### src/hw/gdsm_pkg.sv
package gdsm_pkg;
   // frame layout
   localparam int FRAME_BITS = 16;
   localparam int CMD_BITS = 5;
   localparam int DATA_BITS = 11;
   localparam int ADDR_BITS = 4;
   localparam int RW_POS = 15;
   localparam int ADDR_HI = 14;
   localparam int ADDR_LO = 11;
   localparam int NUM_REGS = 16;
   localparam logic [4:0] FRAME_BITS_5 = 5'h10;
   localparam logic [4:0] CNT_ZERO = 5'h00;
   // register roles inside the small map
   localparam logic [3:0] ADDR_FAULT = 4'h0;
   localparam logic [3:0] ADDR_CTRL = 4'h2;
   localparam int CLEAR_LATCHED_FAULTS_POS = 0;
   localparam int TSD_POS = 6;
   localparam int ANY_FAULT_POS = 10;
   localparam logic [10:0] REG_DEFAULT = 11'h000;
   localparam logic RW_WRITE = 1'b0;
   localparam logic RW_READ = 1'b1;
   // enable reset pulse window
   localparam int CLK_MHZ = 125;
   localparam int RST_PULSE_MAX_NS = 40000;
   localparam int RST_PULSE_CYC = (RST_PULSE_MAX_NS * CLK_MHZ) / 1000;
   // power states
   typedef enum logic [1:0] {
      GDSM_SLEEP = 2'b00,
      GDSM_RUN = 2'b01,
      GDSM_FAULT = 2'b10
   } gdsm_state_e;
endpackage

### src/hw/gdsm_enable_filter.sv
`timescale 1ns/1ps
`default_nettype none
// watches the enable pin: a short low pulse is a fault clear, a long low is sleep
module gdsm_enable_filter #(
   parameter int PULSE_CYC = gdsm_pkg::RST_PULSE_CYC
) (
   input wire logic sys_clk,
   input wire logic reset_n,
   input wire logic enable,
   output logic sleep_req,
   output logic clear_pulse
);
   logic [31:0] low_cnt_r; // cycles enable has been low
   logic enable_d_r; // previous enable level

   // count low time; saturate one above the window
   always_ff @(posedge sys_clk or negedge reset_n) begin
      if (!reset_n) begin
         low_cnt_r <= 32'h0000_0000;
         enable_d_r <= 1'b0;
      end else begin
         enable_d_r <= enable;
         if (enable) begin
            low_cnt_r <= 32'h0000_0000;
         end else if (low_cnt_r <= 32'(PULSE_CYC)) begin
            low_cnt_r <= low_cnt_r + 32'h0000_0001;
         end
      end
   end

   // past the window the low is a shutdown, not a reset pulse
   assign sleep_req = !enable && (low_cnt_r >= 32'(PULSE_CYC));
   // rising edge after a low within the window clears faults only
   assign clear_pulse = enable && !enable_d_r && (low_cnt_r != 32'h0000_0000)
      && (low_cnt_r < 32'(PULSE_CYC));
endmodule // gdsm_enable_filter
`default_nettype wire

### src/hw/gdsm_core.sv
`timescale 1ns/1ps
`default_nettype none
// Overview of operation
// - enable low holds device asleep, all off
// - entering sleep restores every register default
// - enable high, supply good: operating mode
// - fault event while operating forces partial shutdown until cleared
// - clear by command bit or enable pulse
// - overlong enable low starts full sleep
// - enable pulse clears only latched faults
// - frame is 5 command plus 11 data
// - select high: ignore clock, release data-out
// - sample on falling, launch on rising
// - both frames shift msb first
// - only exactly 16 clocks make valid frame
// - write frame returns old register contents
// - data-out only pulls low, never high
// - rw flag, 4 address, 11 data bits
// - flag zero writes, flag one reads
// - five don't-care bits, then register data
// - latched faults stay until cleared
module gdsm_core #(
   parameter int PULSE_CYC = gdsm_pkg::RST_PULSE_CYC
) (
   input wire logic sys_clk,
   input wire logic reset_n,
   input wire logic enable,
   input wire logic supply_undervoltage_lockout,
   input wire logic fault_event,
   input wire logic thermal_event,
   input wire logic fault_cond_active,
   input wire logic chip_select_n,
   input wire logic sclk,
   input wire logic sdi,
   output logic sdo_o,
   output logic sdo_oe,
   output logic regulators_on,
   output logic gate_drive_on,
   output logic serial_port_on,
   output logic thermal_shutdown_flag,
   output logic [gdsm_pkg::DATA_BITS-1:0] control_word
);
   gdsm_pkg::gdsm_state_e state_r; // power state
   logic sleep_req; // long enable low
   logic clear_pulse; // short enable low then high
   logic [gdsm_pkg::DATA_BITS-1:0] regs_r [gdsm_pkg::NUM_REGS]; // register file
   logic latched_fault_r; // any latched fault
   logic thermal_shutdown_flag_r; // sticky thermal flag
   logic sclk_d_r; // previous serial clock
   logic csn_d_r; // previous chip select
   logic [4:0] bit_cnt_r; // falling edges seen in frame
   logic [gdsm_pkg::FRAME_BITS-1:0] shift_in_r; // received bits
   logic [gdsm_pkg::FRAME_BITS-1:0] shift_out_r; // bits to send
   logic sdo_bit_r; // launched output bit
   logic sclk_fall; // sample strobe
   logic sclk_rise; // launch strobe
   logic frame_end; // select rising
   logic frame_ok; // exactly 16 clocks seen
   logic frame_write; // committed write
   logic clear_latched_faults; // command bit write
   // a clear only counts once the fault condition has gone; otherwise the flags
   // would drop while the part is still held in partial shutdown
   logic clear_ok; // clear request with the condition removed
   logic port_live; // serial port enabled and selected
   logic [gdsm_pkg::ADDR_BITS-1:0] cur_addr; // address after 5 bits

   gdsm_enable_filter #(
      .PULSE_CYC(PULSE_CYC)
   ) u_enable_filter (
      .sys_clk(sys_clk),
      .reset_n(reset_n),
      .enable(enable),
      .sleep_req(sleep_req),
      .clear_pulse(clear_pulse)
   );

   // serial port only alive in operating or fault state
   assign serial_port_on = (state_r != gdsm_pkg::GDSM_SLEEP);
   assign port_live = serial_port_on && !chip_select_n;
   assign sclk_fall = port_live && sclk_d_r && !sclk;
   assign sclk_rise = port_live && !sclk_d_r && sclk;
   assign frame_end = serial_port_on && !csn_d_r && chip_select_n;
   assign frame_ok = (bit_cnt_r == gdsm_pkg::FRAME_BITS_5);
   assign frame_write = frame_end && frame_ok
      && (shift_in_r[gdsm_pkg::RW_POS] == gdsm_pkg::RW_WRITE);
   assign clear_latched_faults = frame_write
      && (shift_in_r[gdsm_pkg::ADDR_HI:gdsm_pkg::ADDR_LO] == gdsm_pkg::ADDR_CTRL)
      && shift_in_r[gdsm_pkg::CLEAR_LATCHED_FAULTS_POS];
   assign cur_addr = shift_in_r[gdsm_pkg::ADDR_BITS-1:0];
   // either clear source, gated by the condition input
   assign clear_ok = (clear_pulse || clear_latched_faults) && !fault_cond_active;

   // power state machine
   always_ff @(posedge sys_clk or negedge reset_n) begin
      if (!reset_n) begin
         state_r <= gdsm_pkg::GDSM_SLEEP;
      end else begin
         unique case (state_r)
            gdsm_pkg::GDSM_SLEEP: begin
               // wake only when supply is good
               if (enable && !supply_undervoltage_lockout) begin
                  state_r <= gdsm_pkg::GDSM_RUN;
               end
            end
            gdsm_pkg::GDSM_RUN: begin
               if (sleep_req || supply_undervoltage_lockout) begin
                  state_r <= gdsm_pkg::GDSM_SLEEP;
               end else if (fault_event || thermal_event) begin
                  state_r <= gdsm_pkg::GDSM_FAULT;
               end
            end
            gdsm_pkg::GDSM_FAULT: begin
               if (sleep_req || supply_undervoltage_lockout) begin
                  state_r <= gdsm_pkg::GDSM_SLEEP;
               end else if (!fault_cond_active && (clear_pulse || clear_latched_faults)) begin
                  state_r <= gdsm_pkg::GDSM_RUN;
               end
            end
            default: begin
               state_r <= gdsm_pkg::GDSM_SLEEP;
            end
         endcase
      end
   end

   // latched fault flags; a new event beats a clear in the same cycle
   always_ff @(posedge sys_clk or negedge reset_n) begin
      if (!reset_n) begin
         latched_fault_r <= 1'b0;
         thermal_shutdown_flag_r <= 1'b0;
      end else if (state_r == gdsm_pkg::GDSM_SLEEP) begin
         latched_fault_r <= 1'b0;
         thermal_shutdown_flag_r <= 1'b0;
      end else begin
         if (fault_event || thermal_event) begin
            latched_fault_r <= 1'b1;
         end else if (clear_ok) begin
            latched_fault_r <= 1'b0;
         end
         // thermal flag follows the same set-wins rule
         if (thermal_event) begin
            thermal_shutdown_flag_r <= 1'b1;
         end else if (clear_ok) begin
            thermal_shutdown_flag_r <= 1'b0;
         end
      end
   end

   // edge history of the serial pins
   always_ff @(posedge sys_clk or negedge reset_n) begin
      if (!reset_n) begin
         sclk_d_r <= 1'b0;
         csn_d_r <= 1'b1;
      end else begin
         sclk_d_r <= sclk;
         csn_d_r <= chip_select_n;
      end
   end

   // receive shifter; counter saturates so 17+ clocks stay an error
   always_ff @(posedge sys_clk or negedge reset_n) begin
      if (!reset_n) begin
         bit_cnt_r <= gdsm_pkg::CNT_ZERO;
         shift_in_r <= 16'h0000;
      end else if (!port_live) begin
         if (chip_select_n && csn_d_r) begin
            bit_cnt_r <= gdsm_pkg::CNT_ZERO;
         end
      end else if (sclk_fall) begin
         shift_in_r <= {shift_in_r[gdsm_pkg::FRAME_BITS-2:0], sdi};
         if (bit_cnt_r != 5'h1f) begin
            bit_cnt_r <= bit_cnt_r + 5'h01;
         end
      end
   end

   // transmit shifter: loads old contents after the command bits
   always_ff @(posedge sys_clk or negedge reset_n) begin
      if (!reset_n) begin
         shift_out_r <= 16'h0000;
         sdo_bit_r <= 1'b1;
      end else if (!port_live) begin
         sdo_bit_r <= 1'b1; // released
      end else begin
         if (sclk_fall && bit_cnt_r == 5'(gdsm_pkg::CMD_BITS - 1)) begin
            // fifth bit just arriving completes the address
            shift_out_r <= {regs_r[{cur_addr[gdsm_pkg::ADDR_BITS-2:0], sdi}],
               5'h00};
         end
         if (sclk_rise) begin
            sdo_bit_r <= (bit_cnt_r > 5'(gdsm_pkg::CMD_BITS - 1))
               ? shift_out_r[gdsm_pkg::FRAME_BITS-1] : 1'b1;
            if (bit_cnt_r > 5'(gdsm_pkg::CMD_BITS - 1)) begin
               shift_out_r <= {shift_out_r[gdsm_pkg::FRAME_BITS-2:0], 1'b0};
            end
         end
      end
   end

   // register file: write on select rise, defaults in sleep
   genvar gi;
   generate
      for (gi = 0; gi < gdsm_pkg::NUM_REGS; gi++) begin : g_reg
         always_ff @(posedge sys_clk or negedge reset_n) begin
            if (!reset_n) begin
               regs_r[gi] <= gdsm_pkg::REG_DEFAULT;
            end else if (state_r == gdsm_pkg::GDSM_SLEEP) begin
               regs_r[gi] <= gdsm_pkg::REG_DEFAULT;
            end else if (gi == int'(gdsm_pkg::ADDR_FAULT)) begin
               // status is read-only: rebuilt every cycle, writes to it are lost
               regs_r[gi] <= status_word(latched_fault_r, thermal_shutdown_flag_r);
            end else if (frame_write
               && shift_in_r[gdsm_pkg::ADDR_HI:gdsm_pkg::ADDR_LO] == 4'(gi)) begin
               regs_r[gi] <= shift_in_r[gdsm_pkg::DATA_BITS-1:0];
               if (gi == int'(gdsm_pkg::ADDR_CTRL)) begin
                  regs_r[gi][gdsm_pkg::CLEAR_LATCHED_FAULTS_POS] <= 1'b0; // self-clearing
               end
            end
         end
      end
   endgenerate

   // status word built from the latched flags
   function automatic logic [gdsm_pkg::DATA_BITS-1:0] status_word(
      input logic any_f, input logic tsd_f);
      logic [gdsm_pkg::DATA_BITS-1:0] w;
      w = gdsm_pkg::REG_DEFAULT;
      w[gdsm_pkg::ANY_FAULT_POS] = any_f;
      w[gdsm_pkg::TSD_POS] = tsd_f;
      return w;
   endfunction

   // open-drain: enable only when pulling low
   assign sdo_o = 1'b0;
   assign sdo_oe = port_live && !sdo_bit_r;
   assign regulators_on = serial_port_on;
   assign gate_drive_on = (state_r == gdsm_pkg::GDSM_RUN);
   assign thermal_shutdown_flag = thermal_shutdown_flag_r;
   assign control_word = regs_r[gdsm_pkg::ADDR_CTRL];
endmodule // gdsm_core
`default_nettype wire

### config.mk
export PLATFORM = sky130hd
export DESIGN_NAME = gdsm_core
export DESIGN_NICKNAME = d
export VERILOG_FILES = /design/src/hw/gdsm_pkg.sv /design/src/hw/gdsm_enable_filter.sv /design/src/hw/gdsm_core.sv
export SDC_FILE = /design/constraint.sdc
export NUM_CORES = 1
export LEC_CHECK = 0
export BUFFER_PORTS_ARGS = -buffer_cell sky130_fd_sc_hd__buf_2
export CAP_MARGIN = 20
export CORE_ASPECT_RATIO = 2
export CORE_MARGIN = 2
export CORE_UTILIZATION = 50
export DETAILED_ROUTE_END_ITERATION = 8
export HOLD_SLACK_MARGIN = 0.05
export PLACE_DENSITY = 0.72
export RECOVER_POWER = 50
export SYNTH_ARGS = -nofsm -noshare
export SYNTH_HDL_FRONTEND = slang
export SYNTH_SLANG_ARGS = --single-unit
### constraint.sdc
create_clock -name sys_clk -period 2.7 [get_ports sys_clk]
set_input_delay 0.135 -clock sys_clk [delete_from_list [all_inputs] [get_ports sys_clk]]
set_output_delay 0.135 -clock sys_clk [all_outputs]
set_load 0.005 [all_outputs]
==> impl_metrics.env <==
export IMPL_finalSetupViolCount=0
export IMPL_rsz0062_at_grt="no"
export IMPL_drt_pass1_iterations=7
export IMPL_syn_inst=1193
export IMPL_place_inst=1430
export IMPL_status="finished with violations"
export IMPL_hold_depth=4
export IMPL_slowest_delay_ns=0.57
export IMPL_yosysMostFrequentCell="nand2_1"
export IMPL_synth_seq_area_share_pct=52.1
export IMPL_yosys_area_top_type="dfrtp_1"
export IMPL_drc=0
export IMPL_period_minus_slack_ns=2.50
export IMPL_cts_buffer_depth=3
export IMPL_synth_seq_cells=243
export IMPL_io_pins=27
export IMPL_finalHoldViolations=0
export IMPL_clock_skew_ns=0.0203
export IMPL_fin_cells=1478
export IMPL_antennaDiodeCount=0
export IMPL_clock_fmax_mhz=400
export IMPL_final_setup_tns_ns=0
export IMPL_path_delay_family="buffers and inverters"
export IMPL_cts_tree="built"
export IMPL_power_leakage_nw=5.43
export IMPL_coreArea_sq_um=23100
export IMPL_dieArea_sq_um=24700
export IMPL_wl_per_cell_um=21.1
export IMPL_grt_max_degree=165
export IMPL_worst_setup_path_end_kind="flop"
export IMPL_syn_avg_cell_area_sq_um=9.79
export IMPL_worst_setup_path_start_kind="flop"
export IMPL_ys_warn_count=0
export IMPL_yosysTopAreaCellShare_pct=51.7
export IMPL_rows=79
export IMPL_clk_pin_slew_ns=0.07
export IMPL_r2r_end="state_r[1]"
export IMPL_antenna_left=0
export IMPL_required_ns=3.10
export IMPL_critPathBufInv=3
export IMPL_path_cells="inv_1 -> ha_1 -> nand4bb_1 -> nor4_2 -> buf_4 -> a32o_1 -> o32ai_1 -> dlygate4sd3_1"
export IMPL_initial_core_util_pct=50.5
export IMPL_violations="max-capacitance violations, max-slew violations"
export IMPL_clock_sinks=243
export IMPL_grt_use_total_pct=25.9
export IMPL_routed_wl_mm=31.1
export IMPL_critPathArrivalTime_ns=2.90
export IMPL_grt_pass1_wl_mm=50.2
export IMPL_vias=8887
export IMPL_vias_per_cell=6.01
export IMPL_syn_area_sq_um=11700
export IMPL_cts_root_buffer="clkbuf_16"
export IMPL_drive_above_1_share_pct=15.7
export IMPL_critPathKind="flop to flop"
export IMPL_cap_violations=1
export IMPL_hp_class="input port to flop"
export IMPL_gp_congestion=0.889
export IMPL_drtIter0Drc=603
export IMPL_worst_pin_slew_ns=1.97
export IMPL_synth_edf_count=0
export IMPL_maxSlewHeadroom_pct=-31.5
export IMPL_ir_drop_mv=0.496
export IMPL_cts_buffers=22
export IMPL_r2r_start="bit_cnt_r[0]"
export IMPL_area_growth_pct=10.2
export IMPL_crit_slowest_cell="dlygate4sd3_1"
export IMPL_synth_top_cells_by_area="dfrtp_1 (52%), nand2_1 (10%), a21oi_1 (7.7%)"
export IMPL_htree_levels=1
export IMPL_ys_types=64
export IMPL_min_period_over_period_pct=92.5
export IMPL_cts_setup_buffers=0
export IMPL_die_w_um=112
export IMPL_portBuffers=24
export IMPL_synthTopCellsByCount="nand2_1 (323), dfrtp_1 (241), a21oi_1 (179), clkbuf_1 (82), nor2b_1 (42)"
export IMPL_p_per_area_nw_per_um2=619
export IMPL_grt_ovfl_total=0
export IMPL_whs_endpoint="latched_fault_r"
export IMPL_grt_pass1_vias=9396
export IMPL_antenna_found_initial=0
export IMPL_critPathMaxFanout=8
export IMPL_ys_async_sr_fraction_pct=100
export IMPL_clk_latency_ns=0.52
export IMPL_dp_hpwl_mm=21.0
export IMPL_die_h_um=220
export IMPL_maxSlewViolCount=68
export IMPL_ys_flop_type="dfrtp_1"
export IMPL_hold_start="fault_cond_active"
export IMPL_fin_nets=1194
export IMPL_r2r_cells=8
export IMPL_reg2reg_slack_ns=0.20
cells by family (layout without fill, tap and decap cells):
group / count (synthesis) / after routing / share of synthesized area, %
flip-flops: 243 / 243 / 52.1
XOR/XNOR: 1 / 1 / 0.0750
multiplexers: 90 / 90 / 11.5
AND/OR/NAND/NOR: 490 / 490 / 19.2
adder cells (fa/ha/maj): 5 / 5 / 0.536
AO/OA/AOI/OAI: 239 / 239 / 11.7
buffers and inverters: 124 / 125 / 4.80
other: 1 / 2 / 0.0321
registers in the layout (all words and copies together), names as in the netlist:
name / flops
u_enable_filter.low_cnt_r: 32
sdo_bit_r: 1
bit_cnt_r: 5
csn_d_r: 1
sclk_d_r: 1
shift_out_r: 16
u_enable_filter.enable_d_r: 1
control_word: 10
state_r: 2
latched_fault_r: 1
shift_in_r: 16
thermal_shutdown_flag: 1
regs_r: 156
routing by layer:
metal / vias to the layer above / GRT usage, % / part of all wire [%]
met4: 0 / 17.6 / 6.6
li1: 4035 / - / -
met1: 4405 / 29.3 / 35
met2: 354 / 46.1 / 53
met3: 93 / 2.50 / 5.3
met5: - / 0 / 0
layout by cell type, fill, tap and decap left out, types with 13 or more instances in the layout:
| cell type | count |
|---|---|
| mux4_2 | 32 |
| a21oi_1 | 179 |
| buf_4 | 30 |
| nor2_1 | 32 |
| mux2i_1 | 21 |
| nand2_1 | 323 |
| mux2_2 | 35 |
| dfrtp_1 | 240 |
| nor2b_1 | 42 |
| nand3_1 | 18 |
| buf_2 | 20 |
| clkbuf_16 | 23 |
| inv_1 | 13 |
how the worst max path moves through the flow:
stage | slack, ns | startpoint | cells after the start | to
after floorplan | 0.27 | u_enable_filter.low_cnt_r[0] | 7 | u_enable_filter.low_cnt_r[10]
after global placement | 0.31 | bit_cnt_r[0] | 7 | regs_r[80]
after detailed placement | 0.22 | bit_cnt_r[0] | 7 | regs_r[123]
after CTS | 0.14 | u_enable_filter.low_cnt_r[28] | 7 | state_r[1]
after global routing | 0.03 | bit_cnt_r[0] | 8 | state_r[1]
final | 0.20 | bit_cnt_r[0] | 8 | state_r[1]
through the flow:
step           cell area (sq um)  util [%]  worst slack (ns)  power (mW)  hold WS (ns)
2_1_floorplan              11700         -             0.273        4.48        -0.161
3_3_place_gp               12100      52.3             0.313        4.90         0.153
3_5_place_dp               12100      52.3             0.223        4.91         0.150
4_1_cts                    12900      55.7             0.135        8.01         0.189
5_1_grt                    12900      55.6            0.0260        8.23         0.297
6_report                   12900      55.6             0.202        7.96         0.234
cell type report:
type,count,area [sq um]
clock inverter,4,23.8
clock buffer,36,684
tap,283,354
timing repair buffer,72,606
sequential,243,6080
multi-input combinational,827,5070
fill,2060,10300
inverter,13,48.8
worst register-to-register path: cells and delay by family, from the launching register on:
family,cells,cell delay [ns]
and+or+nand+nor,2,0.55
AOI/OAI and AO/OA,2,0.38
buffers and inverters,3,0.84
adders and majority gates,1,0.18
DFF,1,0.42
where the power goes:
| group | switching [mW] | total [mW] | leakage, nW | internal, mW |
|---|---|---|---|---|
| registers | 0.136 | 3.81 | 3.37 | 3.68 |
| clock network | 1.38 | 3.11 | 0.351 | 1.74 |
| logic | 0.656 | 1.03 | 1.71 | 0.378 |
| total | 2.17 | 7.96 | 5.43 | 5.79 |
repair_timing:
action                                  CTS  global route
gates resized for setup                   0             1
endpoints found under the setup margin    0             1
endpoints found under the hold margin    80             0
hold buffers                              8             0
Note: power is estimated with default switching activity, not from simulation.
